File: config.mk
export PLATFORM = sky130hd
export DESIGN_NAME = rwt_timer
export DESIGN_NICKNAME = d
export VERILOG_FILES = /design/src/verilog/rwt_pkg.sv /design/src/verilog/rwt_tick.sv /design/src/verilog/rwt_timer.sv
export SDC_FILE = /design/constraint.sdc
export NUM_CORES = 1
export LEC_CHECK = 0
export ABC_AREA = 1
export BUFFER_PORTS_ARGS = -buffer_cell sky130_fd_sc_hd__buf_2
export CELL_PAD_IN_SITES_DETAIL_PLACEMENT = 1
export CELL_PAD_IN_SITES_GLOBAL_PLACEMENT = 2
export CORE_MARGIN = 2
export CORE_UTILIZATION = 36
export DETAILED_ROUTE_END_ITERATION = 10
export PLACE_DENSITY = 0.89
export REMOVE_ABC_BUFFERS = 1
export SYNTH_ARGS = -nofsm -noshare
export SYNTH_HDL_FRONTEND = slang
export SYNTH_HIERARCHICAL = 1
export SYNTH_SLANG_ARGS = --single-unit
export TNS_END_PERCENT = 1
File: constraint.sdc
create_clock -name sys_clk_i -period 7.34 [get_ports sys_clk_i]
set_input_delay 0.367 -clock sys_clk_i [delete_from_list [all_inputs] [get_ports sys_clk_i]]
set_output_delay 0.367 -clock sys_clk_i [all_outputs]
set_load 0.05 [all_outputs]
File: src/verilog/rwt_pkg.sv
// Shared constants and types for the watchdog / power-fail timer
package rwt_pkg;

    // System clock
    localparam int CLK_PERIOD_NS = 100;

    // Timer clock periods and interrupt pulse cap
    localparam int TCLK_FAST_PERIOD_US = 244;
    localparam int TCLK_MID_PERIOD_MS  = 10;
    localparam int TCLK_SLOW_PERIOD_MS = 1000;
    localparam int IRQ_PULSE_MAX_MS    = 210;

    // Cycle counts derived from the periods
    localparam int FAST_CYC       = TCLK_FAST_PERIOD_US * 1000 / CLK_PERIOD_NS;
    localparam int MID_CYC_DFLT   = TCLK_MID_PERIOD_MS * 1000000 / CLK_PERIOD_NS;
    localparam int SLOW_CYC_DFLT  = TCLK_SLOW_PERIOD_MS * 1000000 / CLK_PERIOD_NS;
    localparam int PULSE_CYC_DFLT = IRQ_PULSE_MAX_MS * 1000000 / CLK_PERIOD_NS;

    localparam int DIV_W = 24;

    // Register byte offsets
    localparam logic [7:0] OFS_CTRL      = 8'h00;
    localparam logic [7:0] OFS_TARGET    = 8'h04;
    localparam logic [7:0] OFS_SUBRELOAD = 8'h08;
    localparam logic [7:0] OFS_STATUS    = 8'h0C;
    localparam logic [7:0] OFS_COUNT     = 8'h10;

    // Control register fields
    localparam int CTRL_EN       = 0;
    localparam int CTRL_SEL_LO   = 1;
    localparam int CTRL_SEL_HI   = 2;
    localparam int CTRL_ROUTE    = 3;
    localparam int CTRL_PERIODIC = 4;
    localparam int CTRL_MODE_PF  = 5;

    // Status register fields
    localparam int STAT_FLAG    = 0;
    localparam int STAT_BATT    = 1;
    localparam int STAT_BLOCKED = 2;

    // Count register fields
    localparam int CNT_MAIN_LO = 0;
    localparam int CNT_MAIN_HI = 7;
    localparam int CNT_SUB_LO  = 8;
    localparam int CNT_SUB_HI  = 23;

    // Timer clock select codes
    localparam logic [1:0] TSEL_OFF  = 2'h0;
    localparam logic [1:0] TSEL_FAST = 2'h1;
    localparam logic [1:0] TSEL_MID  = 2'h2;
    localparam logic [1:0] TSEL_SLOW = 2'h3;

    // Reset and default values
    localparam logic [7:0]  TARGET_RST    = 8'h00;
    localparam logic [7:0]  SUBRELOAD_RST = 8'h00;
    localparam logic [7:0]  MAIN_DFLT     = 8'h00;
    localparam logic [7:0]  MAIN_START    = 8'h01;
    localparam logic [7:0]  PF_MAX        = 8'hFF;
    localparam logic [15:0] SUB_DFLT      = 16'h0001;
    localparam logic [15:0] SUB_START     = 16'h0001;

    // Default sub-timer reloads, used when the reload register is zero
    localparam logic [15:0] SUBDEF_FAST = 16'h035C;
    localparam logic [15:0] SUBDEF_MID  = 16'h0015;
    localparam logic [15:0] SUBDEF_SLOW = 16'h0001;

    typedef enum logic [1:0] {
        ST_OFF,
        ST_RUN,
        ST_STOP,
        ST_BLOCK
    } rwt_state_e;

endpackage

File: src/verilog/rwt_tick.sv
// Timer clock divider: one-cycle tick at the selected timer clock rate
`timescale 1ns/10ps
module rwt_tick
    import rwt_pkg::*;
#(
    parameter int MID_CYC  = MID_CYC_DFLT,
    parameter int SLOW_CYC = SLOW_CYC_DFLT
) (
    input  wire logic       sys_clk_i,
    input  wire logic       rst_i,
    input  wire logic [1:0] sel_i,
    input  wire logic       run_i,
    output logic            tick_o
);

    typedef struct packed {
        logic [DIV_W-1:0] cnt;
        logic             tick;
    } rwt_tick_s;

    rwt_tick_s s_r;
    rwt_tick_s s_nxt;

    function automatic logic [DIV_W-1:0] last_count(input logic [1:0] sel);
        unique case (sel)
            TSEL_FAST: last_count = DIV_W'(FAST_CYC - 1);
            TSEL_MID:  last_count = DIV_W'(MID_CYC - 1);
            TSEL_SLOW: last_count = DIV_W'(SLOW_CYC - 1);
            TSEL_OFF:  last_count = '0;
        endcase
    endfunction

    always_comb begin
        s_nxt = s_r;
        s_nxt.tick = 1'b0;
        // A zero select code never ticks, so the timer cannot run
        if (!run_i || sel_i == TSEL_OFF) begin
            s_nxt.cnt = '0;
        end else if (s_r.cnt >= last_count(sel_i)) begin
            s_nxt.cnt  = '0;
            s_nxt.tick = 1'b1;
        end else begin
            s_nxt.cnt = s_r.cnt + DIV_W'(1);
        end
    end

    always_ff @(posedge sys_clk_i) begin
        if (rst_i) begin
            s_r <= '0;
        end else begin
            s_r <= s_nxt;
        end
    end

    assign tick_o = s_r.tick;

endmodule

File: src/verilog/rwt_timer.sv
// Watchdog and power-fail timer with APB register access
//
// Our own choices: the APB register port and the address map.
`timescale 1ns/10ps
module rwt_timer
    import rwt_pkg::*;
#(
    parameter int MID_CYC   = MID_CYC_DFLT,
    parameter int SLOW_CYC  = SLOW_CYC_DFLT,
    parameter int PULSE_CYC = PULSE_CYC_DFLT
) (
    input  wire logic        sys_clk_i,
    input  wire logic        rst_i,
    input  wire logic        psel_i,
    input  wire logic        penable_i,
    input  wire logic        pwrite_i,
    input  wire logic [7:0]  paddr_i,
    input  wire logic [31:0] pwdata_i,
    output logic      [31:0] prdata_o,
    output logic             pready_o,
    output logic             pslverr_o,
    input  wire logic        start_det_i,
    input  wire logic        on_battery_i,
    output logic             timer_irq_n_o,
    output logic             timer_flag_o
);

    typedef struct packed {
        logic        ctrl_en;
        logic [1:0]  sel;
        logic        route;
        logic        periodic;
        logic        mode_pf;
        logic [7:0]  target;
        logic [7:0]  reload;
        logic        flag;
        rwt_state_e  st;
        logic [7:0]  main_cnt;
        logic [15:0] sub_cnt;
        logic        batt_q;
        logic        wd_hold;
        logic        pulse_on;
        logic [DIV_W-1:0] pulse_cnt;
        logic        irq_n;
        logic [31:0] prdata;
        logic        pready;
        logic        pslverr;
    } rwt_state_s;

    rwt_state_s s_r;
    rwt_state_s s_nxt;

    logic tick;
    logic tick_run;

    // Address decode, shared by read and write paths
    function automatic logic reg_hit(input logic [7:0] addr);
        reg_hit = (addr == OFS_CTRL) || (addr == OFS_TARGET) ||
                  (addr == OFS_SUBRELOAD) || (addr == OFS_STATUS) ||
                  (addr == OFS_COUNT);
    endfunction

    // Zero in the reload register selects the per-clock default
    function automatic logic [15:0] eff_reload(input logic [7:0]  rl,
                                               input logic [1:0]  sel);
        logic [15:0] dflt;
        unique case (sel)
            TSEL_FAST: dflt = SUBDEF_FAST;
            TSEL_MID:  dflt = SUBDEF_MID;
            TSEL_SLOW: dflt = SUBDEF_SLOW;
            TSEL_OFF:  dflt = SUBDEF_SLOW;
        endcase
        eff_reload = (rl == 8'h00) ? dflt : {8'h00, rl};
    endfunction

    // Sub-timer counts only in the running state and not during the pulse hold
    // A watchdog START also restarts the divider, so the fresh cycle is a full interval
    assign tick_run = (s_r.st == ST_RUN) &&
                      (s_r.mode_pf ? on_battery_i : (!s_r.wd_hold && !start_det_i));

    rwt_tick #(
        .MID_CYC  (MID_CYC),
        .SLOW_CYC (SLOW_CYC)
    ) u_tick (
        .sys_clk_i (sys_clk_i),
        .rst_i     (rst_i),
        .sel_i     (s_r.sel),
        .run_i     (tick_run),
        .tick_o    (tick)
    );

    always_comb begin
        logic        acc;
        logic        wr;
        logic        flag_set;
        logic        flag_clr;
        logic        ovf;
        logic        new_en;
        logic        new_pf;
        logic [15:0] rl;

        s_nxt    = s_r;
        acc      = psel_i && penable_i && !s_r.pready;
        wr       = psel_i && penable_i && s_r.pready && pwrite_i && reg_hit(paddr_i);
        flag_set = 1'b0;
        flag_clr = wr && (paddr_i == OFS_STATUS) && pwdata_i[STAT_FLAG];
        ovf      = 1'b0;
        new_en   = pwdata_i[CTRL_EN];
        new_pf   = pwdata_i[CTRL_MODE_PF];
        rl       = eff_reload(s_r.reload, s_r.sel);

        s_nxt.batt_q  = on_battery_i;
        s_nxt.pready  = 1'b0;
        s_nxt.pslverr = 1'b0;

        // APB access phase: answer one cycle after the first access cycle
        if (acc) begin
            s_nxt.pready  = 1'b1;
            s_nxt.pslverr = !reg_hit(paddr_i);
            s_nxt.prdata  = '0;
            if (!pwrite_i) begin
                unique case (paddr_i)
                    OFS_CTRL: begin
                        s_nxt.prdata[CTRL_EN]                 = s_r.ctrl_en;
                        s_nxt.prdata[CTRL_SEL_HI:CTRL_SEL_LO] = s_r.sel;
                        s_nxt.prdata[CTRL_ROUTE]              = s_r.route;
                        s_nxt.prdata[CTRL_PERIODIC]           = s_r.periodic;
                        s_nxt.prdata[CTRL_MODE_PF]            = s_r.mode_pf;
                    end
                    OFS_TARGET:    s_nxt.prdata[7:0] = s_r.target;
                    OFS_SUBRELOAD: s_nxt.prdata[7:0] = s_r.reload;
                    OFS_STATUS: begin
                        s_nxt.prdata[STAT_FLAG]    = s_r.flag;
                        s_nxt.prdata[STAT_BATT]    = s_r.batt_q;
                        s_nxt.prdata[STAT_BLOCKED] = (s_r.st == ST_BLOCK);
                    end
                    OFS_COUNT: begin
                        s_nxt.prdata[CNT_MAIN_HI:CNT_MAIN_LO] = s_r.main_cnt;
                        s_nxt.prdata[CNT_SUB_HI:CNT_SUB_LO]   = s_r.sub_cnt;
                    end
                    default: s_nxt.prdata = '0;
                endcase
            end
        end

        // Sub-timer step on each timer clock tick
        if (tick && tick_run) begin
            if (s_r.sub_cnt >= rl) begin
                s_nxt.sub_cnt = SUB_START;
                ovf = 1'b1;
            end else begin
                s_nxt.sub_cnt = s_r.sub_cnt + 16'h0001;
            end
        end

        unique case (s_r.st)
            ST_OFF, ST_BLOCK: begin
            end
            ST_RUN: begin
                if (s_r.mode_pf) begin
                    // Fresh start on battery entry from the idle count, otherwise resume the held count
                    if (on_battery_i && !s_r.batt_q && s_r.main_cnt == MAIN_DFLT) begin
                        s_nxt.main_cnt = MAIN_START;
                        s_nxt.sub_cnt  = SUB_START;
                    end else if (ovf) begin
                        s_nxt.main_cnt = s_r.main_cnt + 8'h01;
                        if (s_r.main_cnt == PF_MAX - 8'h01) begin
                            flag_set    = 1'b1;
                            s_nxt.irq_n = !s_r.route;
                            s_nxt.st    = ST_STOP;
                        end
                    end
                end else if (start_det_i) begin
                    s_nxt.main_cnt  = MAIN_START;
                    s_nxt.sub_cnt   = SUB_START;
                    s_nxt.wd_hold   = 1'b0;
                    s_nxt.pulse_on  = 1'b0;
                    s_nxt.pulse_cnt = '0;
                    s_nxt.irq_n     = 1'b1;
                end else begin
                    // Pulse window of the capped width, measured from expiry
                    if (s_r.pulse_on) begin
                        s_nxt.pulse_cnt = s_r.pulse_cnt + DIV_W'(1);
                        if (s_r.pulse_cnt >= DIV_W'(PULSE_CYC - 1)) begin
                            s_nxt.pulse_on = 1'b0;
                            s_nxt.wd_hold  = 1'b0;
                            s_nxt.irq_n    = 1'b1;
                        end
                    end
                    if (ovf) begin
                        // First overflow after expiry ends a short pulse and holds the count
                        if (s_r.pulse_on && s_nxt.pulse_on) begin
                            s_nxt.irq_n   = 1'b1;
                            s_nxt.wd_hold = 1'b1;
                        end
                        if (s_r.main_cnt >= s_r.target) begin
                            flag_set        = 1'b1;
                            s_nxt.main_cnt  = MAIN_START;
                            s_nxt.irq_n     = !s_r.route;
                            s_nxt.pulse_on  = 1'b1;
                            s_nxt.pulse_cnt = '0;
                            s_nxt.wd_hold   = 1'b0;
                        end else begin
                            s_nxt.main_cnt = s_r.main_cnt + 8'h01;
                        end
                    end
                end
            end
            ST_STOP: begin
                // Clearing the flag releases the pin and restarts the count
                if (flag_clr) begin
                    s_nxt.irq_n    = 1'b1;
                    s_nxt.main_cnt = MAIN_START;
                    s_nxt.sub_cnt  = SUB_START;
                    s_nxt.st       = ST_RUN;
                end
            end
        endcase

        // Set wins over a clear in the same cycle
        s_nxt.flag = flag_set || (s_r.flag && !flag_clr);

        // Register writes
        if (wr) begin
            unique case (paddr_i)
                OFS_CTRL: begin
                    s_nxt.ctrl_en  = new_en;
                    s_nxt.sel      = pwdata_i[CTRL_SEL_HI:CTRL_SEL_LO];
                    s_nxt.route    = pwdata_i[CTRL_ROUTE];
                    s_nxt.periodic = pwdata_i[CTRL_PERIODIC];
                    s_nxt.mode_pf  = new_pf;
                    if (!new_en) begin
                        s_nxt.st        = ST_OFF;
                        s_nxt.main_cnt  = MAIN_DFLT;
                        s_nxt.sub_cnt   = SUB_DFLT;
                        s_nxt.irq_n     = 1'b1;
                        s_nxt.pulse_on  = 1'b0;
                        s_nxt.pulse_cnt = '0;
                        s_nxt.wd_hold   = 1'b0;
                    end else if (!s_r.ctrl_en) begin
                        s_nxt.sub_cnt   = SUB_START;
                        s_nxt.irq_n     = 1'b1;
                        s_nxt.pulse_on  = 1'b0;
                        s_nxt.pulse_cnt = '0;
                        s_nxt.wd_hold   = 1'b0;
                        if (!new_pf && s_r.target == 8'h00) begin
                            s_nxt.st = ST_BLOCK;
                        end else if (!new_pf) begin
                            s_nxt.st       = ST_RUN;
                            s_nxt.main_cnt = MAIN_START;
                        end else begin
                            s_nxt.st       = ST_RUN;
                            s_nxt.main_cnt = on_battery_i ? MAIN_START : MAIN_DFLT;
                        end
                    end
                end
                OFS_TARGET:    s_nxt.target = pwdata_i[7:0];
                OFS_SUBRELOAD: s_nxt.reload = pwdata_i[7:0];
                OFS_STATUS, OFS_COUNT: begin
                end
            endcase
        end
    end

    always_ff @(posedge sys_clk_i) begin
        if (rst_i) begin
            s_r           <= '0;
            s_r.st        <= ST_OFF;
            s_r.target    <= TARGET_RST;
            s_r.reload    <= SUBRELOAD_RST;
            s_r.main_cnt  <= MAIN_DFLT;
            s_r.sub_cnt   <= SUB_DFLT;
            s_r.irq_n     <= 1'b1;
        end else begin
            s_r <= s_nxt;
        end
    end

    assign prdata_o      = s_r.prdata;
    assign pready_o      = s_r.pready;
    assign pslverr_o     = s_r.pslverr;
    assign timer_irq_n_o = s_r.irq_n;
    assign timer_flag_o  = s_r.flag;

endmodule
==> metrics.md <==
| Metric | Value |
|---|---|
| Fmax | `0.273 GHz` |
| Longest Clk Path Bufs | `2` |
| Sw frac | `24.9%` |
| IO Pins | `83` |
| Synthesis-stage register bit count | `128` |
| Core area | `21700 um2` |
| Layout Nets | `1243` |
| Finish-stage setup viols | `0` |
| Kind of critical path | `flip-flop to flip-flop` |
| CP max-delay cell | `nand2_1` |
| Final period util | `roughly 50%` |
| Pre-CTS setup slack | `3720 ps` |
| Worst EP required | `7670 ps` |
| Row count | `54` |
| Cell variety after synth | `57` |
| Status | `completed` |
| Worst Slack Setup Final | `3680 ps` |
| Remaining DRCs | `0` |
| Worst path cell trace | `nor4_1 -> nand4_1 -> inv_1 -> nand2_1 -> inv_1 -> nor2_1 -> ha_1 -> nand2_1 -> inv_1 -> nand2_1 -> nor2_1 -> nor2_1 -> nand2_1 -> nand2_1 -> nand2_1 -> nand3_1 -> nand2_1 -> o21ai_1 -> nand3_1 -> nand3_1 -> nand2_1 -> inv_1` |
| P_sw | `0.000412 W` |
| Die ar. | `approximately 23000 um2` |
| Clk_lat worst skew | `430 ps` |
| Total of fill cells in the finished design | `2798` |
| Combinational share of power | `about 5.5%` |
| Hold buffers post-CTS | `0` |
| Power share of the clock group | `just over 50%` |
| Clk_skew | `18.9 ps` |
| TritonCTS buffer count | `17` |
| Worst setup path start | `s_r[93]` |
| Sequential-to-total area share from yosys stat | `32.3%` |
| Final Instance Area | `around 8800 um2` |
| Vias per cell | `about 5` |
| CTS tree | `yes` |
| WL final | `21400 um` |
| Peak VDD IR | `0.127 mV` |
| Worst relative slew slack | `20.1%` |
| Worst-margin pin slew | `1190 ps` |
| Mapped Avg Cell Area | `7.06 um2` |
| Worst path most repeated cell | `nand2_1` |
| Area of the mapped netlist | `7930 um2` |
| Cell internal pwr | `0.00124 W` |
| Yosys warnings | `6` |
| Power Dens Cells | `188 nW/um2` |
| Min cycle time layout | `roughly 3700 ps` |
| Largest net degree at the start of global routing | `33` |
| Vias in the first global route | `7330` |
| Clock sink count | `128` |
| Die H | `around 150 um` |
| Antenna viol nets, final | `0` |
| Unrepaired setup endpoints after global routing | `no` |
| DP Area | `8200 um2` |
| Slowest stage delay, CP | `460 ps` |
| GPL Wtd Cong | `about 0.83` |
| Placed cells | `1405` |
| Crit start category | `flip-flop` |
| Post-synth top area cell | `dfxtp_1` |
| EDFF count, synth | `0` |
| Reg2Reg Launch Point | `s_r[93]` |
| Final HPWL DP | `~16000 um` |
| Hold Vio Cnt, Final | `0` |
| Hold_sp | `pwdata_i[4]` |
| 1st-pass router iterations | `4` |
| Cts repair resizes | `0` |
| Post-synth top flop | `dfxtp_1` |
| Critical Path End Type | `flip-flop` |
| Post-CTS setup buffers | `0` |
| Area grow syn2layout | `10.9%` |
| Diode count | `0` |
| Starting Density | `36.5%` |
| Worst Hold Class | `input pin to flip-flop` |
| Syn Inst Count | `1122` |
| Post-synth ARST share | `0%` |
| First-pass GRT wire length | `36600 um` |
| Total track usage | `between 10% and 20%` |
| Ranking of synthesized cells by area | `dfxtp_1, nand2_1, ha_1` |
| Clk Tree Root Cell | `clkbuf_16` |
| Total grt overflow | `0` |
| Slew Limit Fails | `0` |
| Crit Path Max Fanout | `15` |
| Port bufs | `50` |
| WP data arrival | `3990 ps` |
| Top-area cell type share of the netlist area | `approximately 32%` |
| Max-Cap Viols | `0` |
| Share of layout cells above drive strength 1 | `12.7%` |
| DR WL/cell | `14.9 um` |
| DR iter-0 viols | `~400` |
| Initial antenna violation count | `0` |
| DR vias | `slightly above 7000` |
| Final Instance Count excl. Fillers | `1437` |
| Die W | `152 um` |
| Leakage | `3.71 nW` |
| CTS H-tree lvls | `4` |
| Clock transition at path regs | `roughly 60 ps` |
| Setup tns final | `0 ps` |
| Sequential power share | `between 40% and 50%` |
## layer usage
metal | vias to the layer above | GRT usage (%) | wire length, um | part of all wire [%]
met3 | 14 | 3.36 | 691 | 3.2
met1 | 3484 | 25.5 | 10500 | 49
met4 | 0 | 4.01 | 202 | 0.95
li1 | 3645 | - | - | -
met2 | 90 | 32.4 | 9990 | 47
met5 | - | 0 | 0 | 0
## per-stage QoR
step / util, % / hold slack, ps / power (W)
final: 40.5 / 194 / 0.00165
after global routing: 40.5 / 226 / 0.00172
after CTS: 40.5 / 193 / 0.00167
after detailed placement: 37.8 / 458 / 0.000811
after global placement: 37.8 / 448 / 0.000809
after floorplan: - / 436 / 0.000776
## power groups by stage
stage	clock network (W)	registers (W)	logic (W)
2_1_floorplan	0	0.000723	0.0000533
3_3_place_gp	0	0.000720	0.0000894
3_5_place_dp	0	0.000720	0.0000907
4_1_cts	0.000879	0.000705	0.0000909
5_1_grt	0.000910	0.000705	0.000102
6_report	0.000859	0.000704	0.0000903
## layout make-up
| type | count | area, um2 | share of cell area (%) |
|---|---|---|---|
| tap | 280 | 350 | 3.99 |
| inverter | 150 | 571 | 6.49 |
| multi-input combinational | 794 | 4440 | 50.5 |
| clock inverter | 12 | 135 | 1.54 |
| clock buffer | 20 | 457 | 5.20 |
| sequential | 128 | 2560 | 29.2 |
| timing repair buffer | 53 | 273 | 3.10 |
## placed cells by master (no fill, tap or decap), types with 2 or more instances in the layout
| cell type | count |
|---|---|
| conb_1 | 8 |
| a21oi_1 | 70 |
| nor3_4 | 2 |
| nor3b_1 | 3 |
| clkinvlp_4 | 4 |
| nand3b_1 | 2 |
| nor2_1 | 144 |
| inv_1 | 143 |
| nand2_1 | 230 |
| ha_1 | 52 |
| inv_2 | 5 |
| o221ai_1 | 3 |
| a211oi_1 | 2 |
| o2111ai_1 | 2 |
| nor4_1 | 3 |
| xor2_1 | 27 |
| a22oi_1 | 16 |
| dfxtp_1 | 128 |
| nor3_1 | 13 |
| nand2_4 | 2 |
| clkinv_4 | 4 |
| clkinv_2 | 2 |
| buf_4 | 3 |
| nor3_2 | 4 |
| xnor2_1 | 13 |
| nand2_2 | 7 |
| buf_2 | 50 |
| o22ai_1 | 14 |
| clkbuf_8 | 2 |
| nand3_1 | 48 |
| a21oi_2 | 3 |
| clkbuf_16 | 17 |
| o21ai_0 | 52 |
| nand4_1 | 20 |
| bufinv_16 | 2 |
| o211ai_1 | 6 |
| or2_2 | 3 |
| nor2_2 | 18 |
| nor2_4 | 8 |
## kinds of logic after synthesis
kind of cell,synth area share [%]
XOR/XNOR,4.42
AND/OR/NAND/NOR,29.9
other,0.0473
flip-flops,32.3
AO/OA/AOI/OAI,13.2
buffers and inverters,12.0
adder cells (fa/ha/maj),8.21
## sequential cells by signal (all words and copies together) (netlist names)
signal	count
s_r	75
pready_o	1
prdata_o	24
u_tick/s_r	24
timer_flag_o	1
pslverr_o	1
timer_irq_n_o	1
u_tick/tick_o	1
## worst max-delay path: cells and delay by family, from the launching register on
family | cells | cell delay, ps
AND/OR/NAND/NOR | 16 | 2150
adder cells (fa/ha/maj) | 1 | 280
buffers and inverters | 4 | 330
flip-flops | 1 | 380
AO/OA/AOI/OAI | 1 | 400
## final timing paths
kind                            depth (start not counted)     endpoint  slack, ps
worst max-delay path                                   22      s_r[85]       3680
worst min-delay path                                    3     s_r[106]        190
worst max register to register                         22      s_r[85]       3680
worst min register to register                          2  prdata_o[7]        460
## synth_stat cells, drive strengths merged (4+ instances only)
master / instances
ha: 52
xor2: 27
a21oi: 73
dfxtp: 128
clkbuf: 12
inv: 149
a22oi: 16
o211ai: 6
nor3: 19
buf: 45
o21ai: 55
or2: 4
nand2: 239
xnor2: 13
o22ai: 14
nand4: 22
nand3: 50
nor2: 170
nor4: 4
(Power assumes the default switching activity.)
